`src/pwd_map.svh`:
```
`ifndef PWD_MAP_SVH
`define PWD_MAP_SVH

// ----------------------------------------------------------------
// register addresses
// ----------------------------------------------------------------
`define PWD_ADDR_W        16
`define PWD_CSR_ADDR      16'hFFB1
`define PWD_CNT_ADDR      16'hFFB2
`define PWD_IST_ADDR      16'hFFB3
`define PWD_IEN_ADDR      16'hFFB4
`define PWD_ICLR_ADDR     16'hFFB5

// ----------------------------------------------------------------
// control/status field positions
// ----------------------------------------------------------------
`define PWD_CNT_GUARD     7
`define PWD_CNT_WEN       6
`define PWD_REG_GUARD     5
`define PWD_REG_WEN       4
`define PWD_RUN_GUARD     3
`define PWD_RUN           2
`define PWD_OVF_GUARD     1
`define PWD_OVF_FLAG      0

// ----------------------------------------------------------------
// reset values and event bits
// ----------------------------------------------------------------
`define PWD_CNT_WEN_RST   1'h0
`define PWD_REG_WEN_RST   1'h0
`define PWD_RUN_RST       1'h1
`define PWD_OVF_FLAG_RST  1'h0
`define PWD_EV_W          2
`define PWD_EV_OVF        0
`define PWD_EV_REFUSED    1
`define PWD_EV_RST        2'h0
`define PWD_CNT_W         8

`endif

```
`src/pwd_pkg.sv`:
```
`include "pwd_map.svh"

package pwd_pkg;

  // one register bus request, sampled on the clock edge
  typedef struct packed {
    logic [`PWD_ADDR_W-1:0] addr;
    logic [7:0]             wdata;
    logic                   wr;
    logic                   rd;
  } pwd_bus_s;

  // protected control bits held by the block
  typedef struct packed {
    logic cnt_wen;
    logic reg_wen;
    logic run;
    logic ovf_flag;
  } pwd_ctrl_s;

endpackage : pwd_pkg

```
`src/pwd_counter.sv`:
```
// ----------------------------------------------------------------
// watchdog up-counter with software load
// ----------------------------------------------------------------
`include "pwd_map.svh"

module pwd_counter
  import pwd_pkg::*;
#(
  parameter int WIDTH = `PWD_CNT_W
)
(
  input  wire logic             clk,
  input  wire logic             srst,
  input  wire logic             clear,
  input  wire logic             load,
  input  wire logic [WIDTH-1:0] load_val,
  input  wire logic             run,
  output logic      [WIDTH-1:0] count,
  output logic                  wrap
);

  logic [WIDTH-1:0] count_reg;
  logic [WIDTH-1:0] count_next;

  // refuse widths the wrap compare and load path cannot serve
  if (WIDTH < 2 || WIDTH > 32)
  begin : g_width_check
    $error("pwd_counter: WIDTH must lie in 2..32");
  end

  // a wrap is the overflow; it only counts when the counter is running
  assign wrap  = run && !load && !clear && (count_reg == {WIDTH{1'b1}});
  assign count = count_reg;

  // clear beats load, load beats counting
  always_comb
  begin
    count_next = count_reg;
    if (clear)
      count_next = '0;
    else if (load)
      count_next = load_val;
    else if (run)
      count_next = count_reg + {{(WIDTH-1){1'b0}}, 1'b1};
  end

  always_ff @(posedge clk)
  begin
    if (srst)
      count_reg <= '0;
    else
      count_reg <= count_next;
  end

endmodule : pwd_counter

```
`src/pwd_watchdog.sv`:
```
// Contract
// - counter write enable changes only when bit 7 is written 0
// - write-disable bits 7, 5, 3 and 1 always read as 1
// - counter takes software writes only while its write enable is 1
// - register write enable changes only when bit 5 is written 0
// - run bit and flag writable only while register write enable is 1
// - run bit changes only when bit 3 is written 0
// - counter increments while run is 1, holds while 0
// - run becomes 1 on a permitted write of 1, and on reset
// - run clears on a permitted write of 0 with its guard 0
// - overflow flag changes only when bit 1 is written 0
// - overflow makes an internal reset and sets the overflow flag
// - flag cleared only by the pin or a permitted software write of 0
// - the internal reset leaves the overflow flag set
//
// Chosen here: the plain strobed port.
`include "pwd_map.svh"

module pwd_watchdog
  import pwd_pkg::*;
#(
  parameter int CNT_W = `PWD_CNT_W
)
(
  input  wire logic       clk,
  input  wire logic       srst,
  input  wire pwd_bus_s   bus,
  output logic      [7:0] rdata,
  input  wire logic       external_reset_pin_n,
  output logic            int_reset,
  output logic            irq,
  output logic            watchdog_run
);

  // ----------------------------------------------------------------
  // state
  // ----------------------------------------------------------------
  pwd_ctrl_s               ctrl_reg;
  pwd_ctrl_s               ctrl_next;
  logic [`PWD_EV_W-1:0]    ist_reg;
  logic [`PWD_EV_W-1:0]    ist_next;
  logic [`PWD_EV_W-1:0]    ien_reg;
  logic [`PWD_EV_W-1:0]    ien_next;
  logic [7:0]              rdata_reg;
  logic [7:0]              rdata_next;
  logic                    irq_reg;
  logic                    irq_next;
  logic                    intrst_reg;
  logic                    intrst_next;
  logic [1:0]              pin_sync_reg;
  logic [1:0]              pin_sync_next;
  logic                    ext_rst;
  logic                    csr_wr;
  logic                    cnt_wr;
  logic                    cnt_load;
  logic                    wrap;
  logic [CNT_W-1:0]        count;
  logic [7:0]              csr_view;
  logic [`PWD_EV_W-1:0]    events;
  logic [7:0]              w;

  // the count is loaded and read through the 8-bit data bus
  if (CNT_W < 2 || CNT_W > 8)
  begin : g_width_check
    $error("pwd_watchdog: CNT_W must lie in 2..8");
  end

  // ----------------------------------------------------------------
  // external reset pin synchroniser
  // ----------------------------------------------------------------
  // the pin is asynchronous; only the second stage is used by logic
  always_comb
  begin
    pin_sync_next = {pin_sync_reg[0], external_reset_pin_n};
  end

  always_ff @(posedge clk)
  begin
    if (srst)
      pin_sync_reg <= 2'h3;
    else
      pin_sync_reg <= pin_sync_next;
  end

  assign ext_rst = !pin_sync_reg[1];

  // ----------------------------------------------------------------
  // decode
  // ----------------------------------------------------------------
  assign w        = bus.wdata;
  assign csr_wr   = bus.wr && (bus.addr == `PWD_CSR_ADDR);
  assign cnt_wr   = bus.wr && (bus.addr == `PWD_CNT_ADDR);
  assign cnt_load = cnt_wr && ctrl_reg.cnt_wen;

  // guard bits always read back as ones
  assign csr_view = {1'b1, ctrl_reg.cnt_wen, 1'b1, ctrl_reg.reg_wen,
                     1'b1, ctrl_reg.run, 1'b1, ctrl_reg.ovf_flag};

  // ----------------------------------------------------------------
  // counter
  // ----------------------------------------------------------------
  pwd_counter #(
    .WIDTH    (CNT_W)
  ) u_counter (
    .clk      (clk),
    .srst     (srst),
    .clear    (ext_rst),
    .load     (cnt_load),
    .load_val (w[CNT_W-1:0]),
    .run      (ctrl_reg.run),
    .count    (count),
    .wrap     (wrap)
  );

  // ----------------------------------------------------------------
  // protected control bits
  // ----------------------------------------------------------------
  // each bit checks its own guard, run and flag also the register write enable, so one write can move several
  // bits; the overflow takes the bits back to reset values except flag
  always_comb
  begin
    ctrl_next = ctrl_reg;
    if (ext_rst)
    begin
      ctrl_next.cnt_wen  = `PWD_CNT_WEN_RST;
      ctrl_next.reg_wen  = `PWD_REG_WEN_RST;
      ctrl_next.run      = `PWD_RUN_RST;
      ctrl_next.ovf_flag = `PWD_OVF_FLAG_RST;
    end
    else if (wrap)
    begin
      ctrl_next.cnt_wen  = `PWD_CNT_WEN_RST;
      ctrl_next.reg_wen  = `PWD_REG_WEN_RST;
      ctrl_next.run      = `PWD_RUN_RST;
      ctrl_next.ovf_flag = 1'b1;
    end
    else if (csr_wr)
    begin
      if (!w[`PWD_CNT_GUARD])
        ctrl_next.cnt_wen = w[`PWD_CNT_WEN];
      if (!w[`PWD_REG_GUARD])
        ctrl_next.reg_wen = w[`PWD_REG_WEN];
      // run and flag use the register write enable held before this write
      if (ctrl_reg.reg_wen && !w[`PWD_RUN_GUARD])
        ctrl_next.run = w[`PWD_RUN];
      if (ctrl_reg.reg_wen && !w[`PWD_OVF_GUARD])
        ctrl_next.ovf_flag = w[`PWD_OVF_FLAG];
    end
  end

  // the flag's srst value stands for a power-on, which includes the pin
  always_ff @(posedge clk)
  begin
    if (srst)
    begin
      ctrl_reg.cnt_wen  <= `PWD_CNT_WEN_RST;
      ctrl_reg.reg_wen  <= `PWD_REG_WEN_RST;
      ctrl_reg.run      <= `PWD_RUN_RST;
      ctrl_reg.ovf_flag <= `PWD_OVF_FLAG_RST;
    end
    else
      ctrl_reg <= ctrl_next;
  end

  // ----------------------------------------------------------------
  // events, interrupt and internal reset
  // ----------------------------------------------------------------
  always_comb
  begin
    events                  = '0;
    events[`PWD_EV_OVF]     = wrap;
    events[`PWD_EV_REFUSED] = cnt_wr && !ctrl_reg.cnt_wen;
  end

  // a new event wins over a clear written in the same cycle
  always_comb
  begin
    ist_next = ist_reg;
    ien_next = ien_reg;
    if (bus.wr && (bus.addr == `PWD_ICLR_ADDR))
      ist_next = ist_reg & ~w[`PWD_EV_W-1:0];
    ist_next = ist_next | events;
    if (bus.wr && (bus.addr == `PWD_IEN_ADDR))
      ien_next = w[`PWD_EV_W-1:0];
    irq_next    = |(ist_next & ien_next);
    intrst_next = wrap;
  end

  always_ff @(posedge clk)
  begin
    if (srst)
    begin
      ist_reg    <= `PWD_EV_RST;
      ien_reg    <= `PWD_EV_RST;
      irq_reg    <= 1'b0;
      intrst_reg <= 1'b0;
    end
    else
    begin
      ist_reg    <= ist_next;
      ien_reg    <= ien_next;
      irq_reg    <= irq_next;
      intrst_reg <= intrst_next;
    end
  end

  // ----------------------------------------------------------------
  // read data, one cycle after the strobe
  // ----------------------------------------------------------------
  always_comb
  begin
    rdata_next = 8'h00;
    if (bus.rd)
    begin
      case (bus.addr)
        `PWD_CSR_ADDR: rdata_next = csr_view;
        `PWD_CNT_ADDR: rdata_next = 8'(count);
        `PWD_IST_ADDR: rdata_next = 8'(ist_reg);
        `PWD_IEN_ADDR: rdata_next = 8'(ien_reg);
        default:       rdata_next = 8'h00;   // unmapped and write-only
      endcase
    end
  end

  always_ff @(posedge clk)
  begin
    if (srst)
      rdata_reg <= 8'h00;
    else
      rdata_reg <= rdata_next;
  end

  assign rdata        = rdata_reg;
  assign irq          = irq_reg;
  assign int_reset    = intrst_reg;
  assign watchdog_run = ctrl_reg.run;

  // ----------------------------------------------------------------
  // checks
  // ----------------------------------------------------------------
  guard_reads_one_a: assert property (
    @(posedge clk) disable iff (srst)
    bus.rd && bus.addr == `PWD_CSR_ADDR
      |=> (rdata[7] && rdata[5] && rdata[3] && rdata[1]))
    else $error("guard bit read back as zero");

  cwen_guard_a: assert property (
    @(posedge clk) disable iff (srst)
    csr_wr && w[`PWD_CNT_GUARD] && !wrap && !ext_rst
      |=> $stable(ctrl_reg.cnt_wen))
    else $error("counter write enable moved with guard set");

  cnt_blocked_a: assert property (
    @(posedge clk) disable iff (srst)
    cnt_wr && !ctrl_reg.cnt_wen && !ctrl_reg.run && !ext_rst
      |=> $stable(count))
    else $error("counter took a write while locked");

  rwen_guard_a: assert property (
    @(posedge clk) disable iff (srst)
    csr_wr && w[`PWD_REG_GUARD] && !wrap && !ext_rst
      |=> $stable(ctrl_reg.reg_wen))
    else $error("register write enable moved with guard set");

  run_locked_a: assert property (
    @(posedge clk) disable iff (srst)
    csr_wr && !ctrl_reg.reg_wen && !wrap && !ext_rst
      |=> $stable(ctrl_reg.run) && $stable(ctrl_reg.ovf_flag))
    else $error("run or flag moved while register locked");

  count_hold_a: assert property (
    @(posedge clk) disable iff (srst)
    !ctrl_reg.run && !cnt_wr && !ext_rst |=> $stable(count))
    else $error("counter moved while stopped");

  count_step_a: assert property (
    @(posedge clk) disable iff (srst)
    ctrl_reg.run && !cnt_wr && !ext_rst
      |=> count == CNT_W'($past(count) + 1'b1))
    else $error("counter did not step while running");

  run_change_a: assert property (
    @(posedge clk) disable iff (srst)
    csr_wr && ctrl_reg.reg_wen && !w[`PWD_RUN_GUARD] && !wrap
      && !ext_rst |=> ctrl_reg.run == $past(w[`PWD_RUN]))
    else $error("permitted run write not taken");

  flag_guard_a: assert property (
    @(posedge clk) disable iff (srst)
    csr_wr && w[`PWD_OVF_GUARD] && !wrap && !ext_rst
      |=> $stable(ctrl_reg.ovf_flag))
    else $error("overflow flag moved with guard set");

  ovf_effect_a: assert property (
    @(posedge clk) disable iff (srst)
    wrap && !ext_rst |=> int_reset && ctrl_reg.ovf_flag ##1 !int_reset)
    else $error("overflow did not reset and flag");

  flag_kept_a: assert property (
    @(posedge clk) disable iff (srst)
    int_reset && !ext_rst && !csr_wr |=> ctrl_reg.ovf_flag)
    else $error("internal reset cleared the overflow flag");

  multi_bit_a: assert property (
    @(posedge clk) disable iff (srst)
    csr_wr && !w[`PWD_CNT_GUARD] && !w[`PWD_REG_GUARD] && !wrap
      && !ext_rst |=> ctrl_reg.cnt_wen == $past(w[`PWD_CNT_WEN])
      && ctrl_reg.reg_wen == $past(w[`PWD_REG_WEN]))
    else $error("one write failed to update two open bits");

endmodule : pwd_watchdog

```
`config.mk`:
```
export PLATFORM = sky130hd
export DESIGN_NAME = pwd_watchdog
export DESIGN_NICKNAME = d
export VERILOG_FILES = /design/src/pwd_pkg.sv /design/src/pwd_counter.sv /design/src/pwd_watchdog.sv
export VERILOG_INCLUDE_DIRS = /design/src
export SDC_FILE = /design/constraint.sdc
export NUM_CORES = 1
export LEC_CHECK = 0
export ABC_AREA = 1
export BUFFER_PORTS_ARGS = -buffer_cell sky130_fd_sc_hd__buf_4
export CELL_PAD_IN_SITES_DETAIL_PLACEMENT = 1
export CELL_PAD_IN_SITES_GLOBAL_PLACEMENT = 1
export CORE_MARGIN = 1
export CORE_UTILIZATION = 34
export DETAILED_ROUTE_END_ITERATION = 8
export PLACE_DENSITY_LB_ADDON = 0.1
export SYNTH_ARGS = -nofsm -noshare
export SYNTH_HDL_FRONTEND = slang
export SYNTH_SLANG_ARGS = --single-unit
```
`constraint.sdc`:
```
create_clock -name clk -period 1.4 [get_ports clk]
set_input_delay 0.14 -clock clk [delete_from_list [all_inputs] [get_ports clk]]
set_output_delay 0.14 -clock clk [all_outputs]
set_load 0.01 [all_outputs]
```
# Yosys cells after proc, flatten, opt, wreduce, memory -nomap -nowiden
# Index checks and enable logic that the tools add are counted.
classes:
  eq_ne: 6
  muxes: 8
  reduce_logical: 26
  n_bitwise: 8
  n_addsub: 1
ops:
  columns: ["op", "n"]
  rows:
  - ["$eq 16x16->1 const B", 5]
  - ["$pmux 8 s4", 1]
  - ["$mux 8", 2]
  - ["$logic_and 1x1->1", 11]
  - ["$add 8x1->8 const B", 1]
  - ["$eq 8x8->1 const B", 1]
  - ["$reduce_and 2->1", 4]
  - ["$reduce_bool 2->1", 3]
  - ["$reduce_or 2->1", 3]
  - ["$and 2x2->2", 2]
  - ["$logic_not 1->1", 4]
  - ["$mux 2", 2]
  - ["$not 1->1", 4]
  - ["$mux 1", 3]
  - ["$reduce_or 3->1", 1]
  - ["$not 2->2", 1]
  - ["$or 2x2->2", 1]
word_totals:
  wordCells: 60
  out_inout_bits: 11
  input_bits: 29
  regBits: 28

# Depth between registers and ports, before layout
logic_depth:
  word_depth: 10
  ltp_mapped: 11
  depth_no_buf: 11

# Hierarchy
# Synthesis repeated with hierarchy kept, for this count alone.
unflattened:
  hier_cells: 237
  hier_area_um2: 1611.5
modules_own_cells:
  columns: ["mod", "cells_per_inst", "instances", "seq_area_each_um2", "area_each_um2"]
  rows:
  - ["pwd_watchdog", 164, 1, 400.4, 1098.6]
  - ["pwd_counter", 73, 1, 160.2, 513.0]

# Worst setup path before layout
# Ideal clock, no wire load.
synth_path:
  path_kind: "register to register"
  startpoint: "reg u_counter.count_reg[0] (netlist: u_counter.count[0])"
  endpoint: "reg ctrl_reg, in the netlist csr_view[4]"
  stages_incl_launch_ff: 9
  t_required_ns: 1.284
  setup_ns: 0.116
  arrival_ns: 1.250
  path_slack_ns: 0.034
  n_path_buf: 0
  cell_sequence: "dfxtp_1 -> ha_1 -> nand2_1 -> nor2_1 -> nand3_1 -> nor3_1 -> nand3_1 -> nand2_1 -> a21oi_1"
synth_between:
  elab_chain_cells: 3
synth_lines:
  columns: ["item", "line_no", "text"]
  rows:
  - ["from (decl)", "pwd_counter.sv:22", "logic [WIDTH-1:0] count_reg;"]
  - ["from (signal assigned)", "pwd_counter.sv:52", "count_reg <= count_next;"]
  - ["$eq 8x8->1", "pwd_counter.sv:32", "assign wrap = run && !load && !clear && (count_reg == {WIDTH{1'b1}});"]
  - ["$logic_and 1x1->1", "pwd_counter.sv:32", null]
  - ["$reduce_or 3->1 (no line)", null, null]
  - ["to (signal assigned)", "pwd_watchdog.sv:162", "ctrl_reg <= ctrl_next;"]
  - ["to (decl)", "pwd_watchdog.sv:38", "pwd_ctrl_s ctrl_reg;"]
# Every way passes these cells.
# A chain may end at the register's enable or synchronous reset.

# Worst setup path after layout
layout_path:
  startpoint: "reg u_counter.count_reg[1] (netlist: u_counter.count[1])"
  endpoint: "reg irq_reg (netlist: irq)"
layout_between:
  elab_chain_cells: 5
layout_lines:
  columns: ["item", "line_no", "text"]
  rows:
  - ["$eq 8x8->1", "pwd_counter.sv:32", null]
  - ["$logic_and 1x1->1", "pwd_counter.sv:32", null]
  - ["$or 2x2->2", "pwd_watchdog.sv:182", "ist_next = ist_next | events;"]
  - ["$and 2x2->2", "pwd_watchdog.sv:185", "irq_next = |(ist_next & ien_next);"]
  - ["$reduce_or 2->1", "pwd_watchdog.sv:185", null]
  - ["to (signal assigned)", "pwd_watchdog.sv:202", "irq_reg <= irq_next;"]
  - ["to (decl)", "pwd_watchdog.sv:46", "logic irq_reg;"]
# Every way passes these cells.

==> run metrics <==
global-route wire length before repair=7383 µm; Starting Density=35.31%; clk buf depth=2; hold endpoint=pin_sync_reg[0]; Int Pwr=~1200 µW; peak fanout along the critical path=3; clk_skew=0.002608 ns; Reg2Reg Depth=9; WL/cell=~13 µm; Synth cell types=25; worst-margin pin slew=0.3552 ns; RSZ-0062 raised after global routing=yes; Pwr Density=about 670 nW/µm²; Post-Route WL=approximately 4600 µm; num ports=40; largest net degree at the start of global routing=19; first-pass iteration count of the detailed router=4; Syn-to-layout area delta=35.71%; Critical Path RT=1.63 ns; initial antenna violation count=0; Inst Count DP=between 300 and 400; Avg Vias per Cell=between 4 and 5; min-delay src=external_reset_pin_n; nets@finish=between 300 and 400; fin util=around 48%; die width=72.04 µm; max-slew violation count=0; gr usage total=between 10% and 20%; Yosys warning total=0; port bufs=39; Worst Path Arrival=about 1.6 ns; Syn Inst Count=240; initial DRC count=45; syn avg cell area=about 7 µm²; Psw=354.8 µW; static leakage=roughly 0.0011 µW; r2r startpoint=u_counter.count[1]; endpoints failing setup=0; Hold Violations, Final=0; height of the die=72.04 µm; grt ovf=0; maxcap violations=0; Root Driver=clkbuf_8; reg2reg setup slack=about 0.0065 ns; Sw Share=between 20% and 30%; Worst Hold Depth=2; worst skew pair latency=around 0.27 ns; crit path capture type=flop; DRC=0; worst hold path type=input port to flop; Max Fclk=around 700 MHz; std cell rows=25; share of layout cells above drive strength 1=between 30% and 40%; H-Tree Depth=1; Layout Cells excl Fill=around 370; RePlAce Congestion=a little under 0.8; worst vdd ir=approximately 0.32 mV; mapped cell area=about 1700 µm²; R2R Path End=irq; via count=between 1500 and 2000; Synth Net Count=270; outcome=complete, no violations; Reg clk slew, reported paths=roughly 0.10 ns; ANT nets after route=0; Synth Register Bits=28; post-route minimum period=1.394 ns; Detailed Place HPWL=3777 µm; total CTS buffers=3; clock tree from TritonCTS=built; critical path class=flop to flop; vias in the first global route=1645; Slew headroom=about three quarters; Inserted Diodes=0; Clock power frac=about a third; CTS Sinks=28; Seq pwr share=between 50% and 60%; DIE AREA=approximately 5200 µm²; Core ar.=about 4700 µm²; Worst setup SP type=flop; Seq/Total Area, Yosys=33.61%; fin crit share=between 90 and 100%; combinational share of power=12.4%
==> critical path, stage by stage, from the launching register on <==
cell and delay, ns:
dfxtp_2 0.37, ha_4 0.14, nand2_2 0.06, nor2_4 0.15, nand3_4 0.11, nor3_4 0.18, nand3_2 0.13, nand2_1 0.10
nand2_1 0.06, nand2_1 0.06
==> cells in the mapped netlist (all sizes together) <==
master,n,area [µm²]
a21oi,11,55.05
buf,1,11.26
clkbuf,3,41.29
clkinv,1,3.750
dfxtp,28,560.5
ha,1,12.51
inv,35,131.4
nand2,61,251.5
nand3,51,287.8
nand4,6,43.79
nor2,23,152.6
nor3,7,35.03
o21ai,6,33.78
or2,2,12.51
xor2,4,35.03
==> cells by family (layout without fill, tap and decap cells) <==
group | Yosys count | after routing | synth area share [%]
adder cells (fa/ha/maj) | 1 | 1 | 0.7501
AO/OA/AOI/OAI | 17 | 17 | 5.326
XOR/XNOR | 4 | 4 | 2.100
flip-flops | 28 | 28 | 33.61
AND/OR/NAND/NOR | 150 | 150 | 46.96
buffers and inverters | 40 | 99 | 11.25
==> power by group through the flow <==
stage / sequential, µW / combinational, µW / clock (µW)
2_1_floorplan: 830 / 76.2 / 0
3_3_place_gp: 829 / 178 / 0
3_5_place_dp: 829 / 181 / 0
4_1_cts: 812 / 182 / 527
5_1_grt: 816 / 209 / 557
6_report: 815 / 186 / 507
==> layout make-up <==
class / instances / area [µm²]
repair buffers: 59 / 442.9
flip-flops and latches: 28 / 564.3
fillers: 611 / 2460
inverters: 36 / 135.1
clock buffers: 4 / 55.05
multi-input cells: 172 / 982.2
well taps: 67 / 83.83
==> cells in the final DEF, fill, tap and decap left out, types with 4 or more instances in the layout <==
cell,n
nand2_2,8
o21ai_0,5
dfxtp_1,25
nor2_1,13
xor2_1,4
buf_4,59
nand4_1,5
nand2_1,52
a21oi_1,10
clkbuf_8,4
nand3_1,44
inv_2,6
nand3_2,5
inv_1,29
nor2_4,7
nor3_1,5
==> per-stage QoR <==
| stage | TNS (ns) | power, µW | instance area (µm²) | hold slack (ns) | worst slack [ns] |
|---|---|---|---|---|---|
| 4_1_cts | 0 | 1521 | 2216 | 0.04089 | 0.00007327 |
| 6_report | 0 | 1508 | 2263 | 0.04458 | 0.006496 |
| 3_3_place_gp | -0.04042 | 1007 | 2135 | 0.3267 | -0.02005 |
| 2_1_floorplan | 0 | 906.6 | 1668 | 0.2091 | 0.03394 |
| 3_5_place_dp | -0.2698 | 1010 | 2135 | 0.3306 | -0.07863 |
| 5_1_grt | -0.3594 | 1582 | 2263 | 0.02908 | -0.08632 |
==> routing by layer <==
layer	GRT usage [%]	part of all wire (%)	wire (µm)
met2	31.45	48	2222
met4	3.704	1.3	60
met3	2.500	2.7	124
met5	0	0	0
met1	24.53	48	2218
==> worst max-delay path by stage <==
stage                             startpoint     endpoint  cells after the start
after floorplan           u_counter.count[0]  csr_view[4]                      8
after global placement               bus[23]          irq                     10
after detailed placement  u_counter.count[0]  csr_view[6]                      8
after CTS                 u_counter.count[0]  csr_view[6]                      8
after global routing      u_counter.count[1]          irq                      9
final                     u_counter.count[1]          irq                      9
==> what timing repair did <==
item                                    4_1_cts  5_1_grt
hold endpoints to repair                      0        0
pin swaps                                     1        7
setup buffers                                 0        1
hold buffers                                  0        0
gates resized for setup                       7        9
endpoints found under the setup margin        7        7
Note: power is estimated with default switching activity, not from simulation.
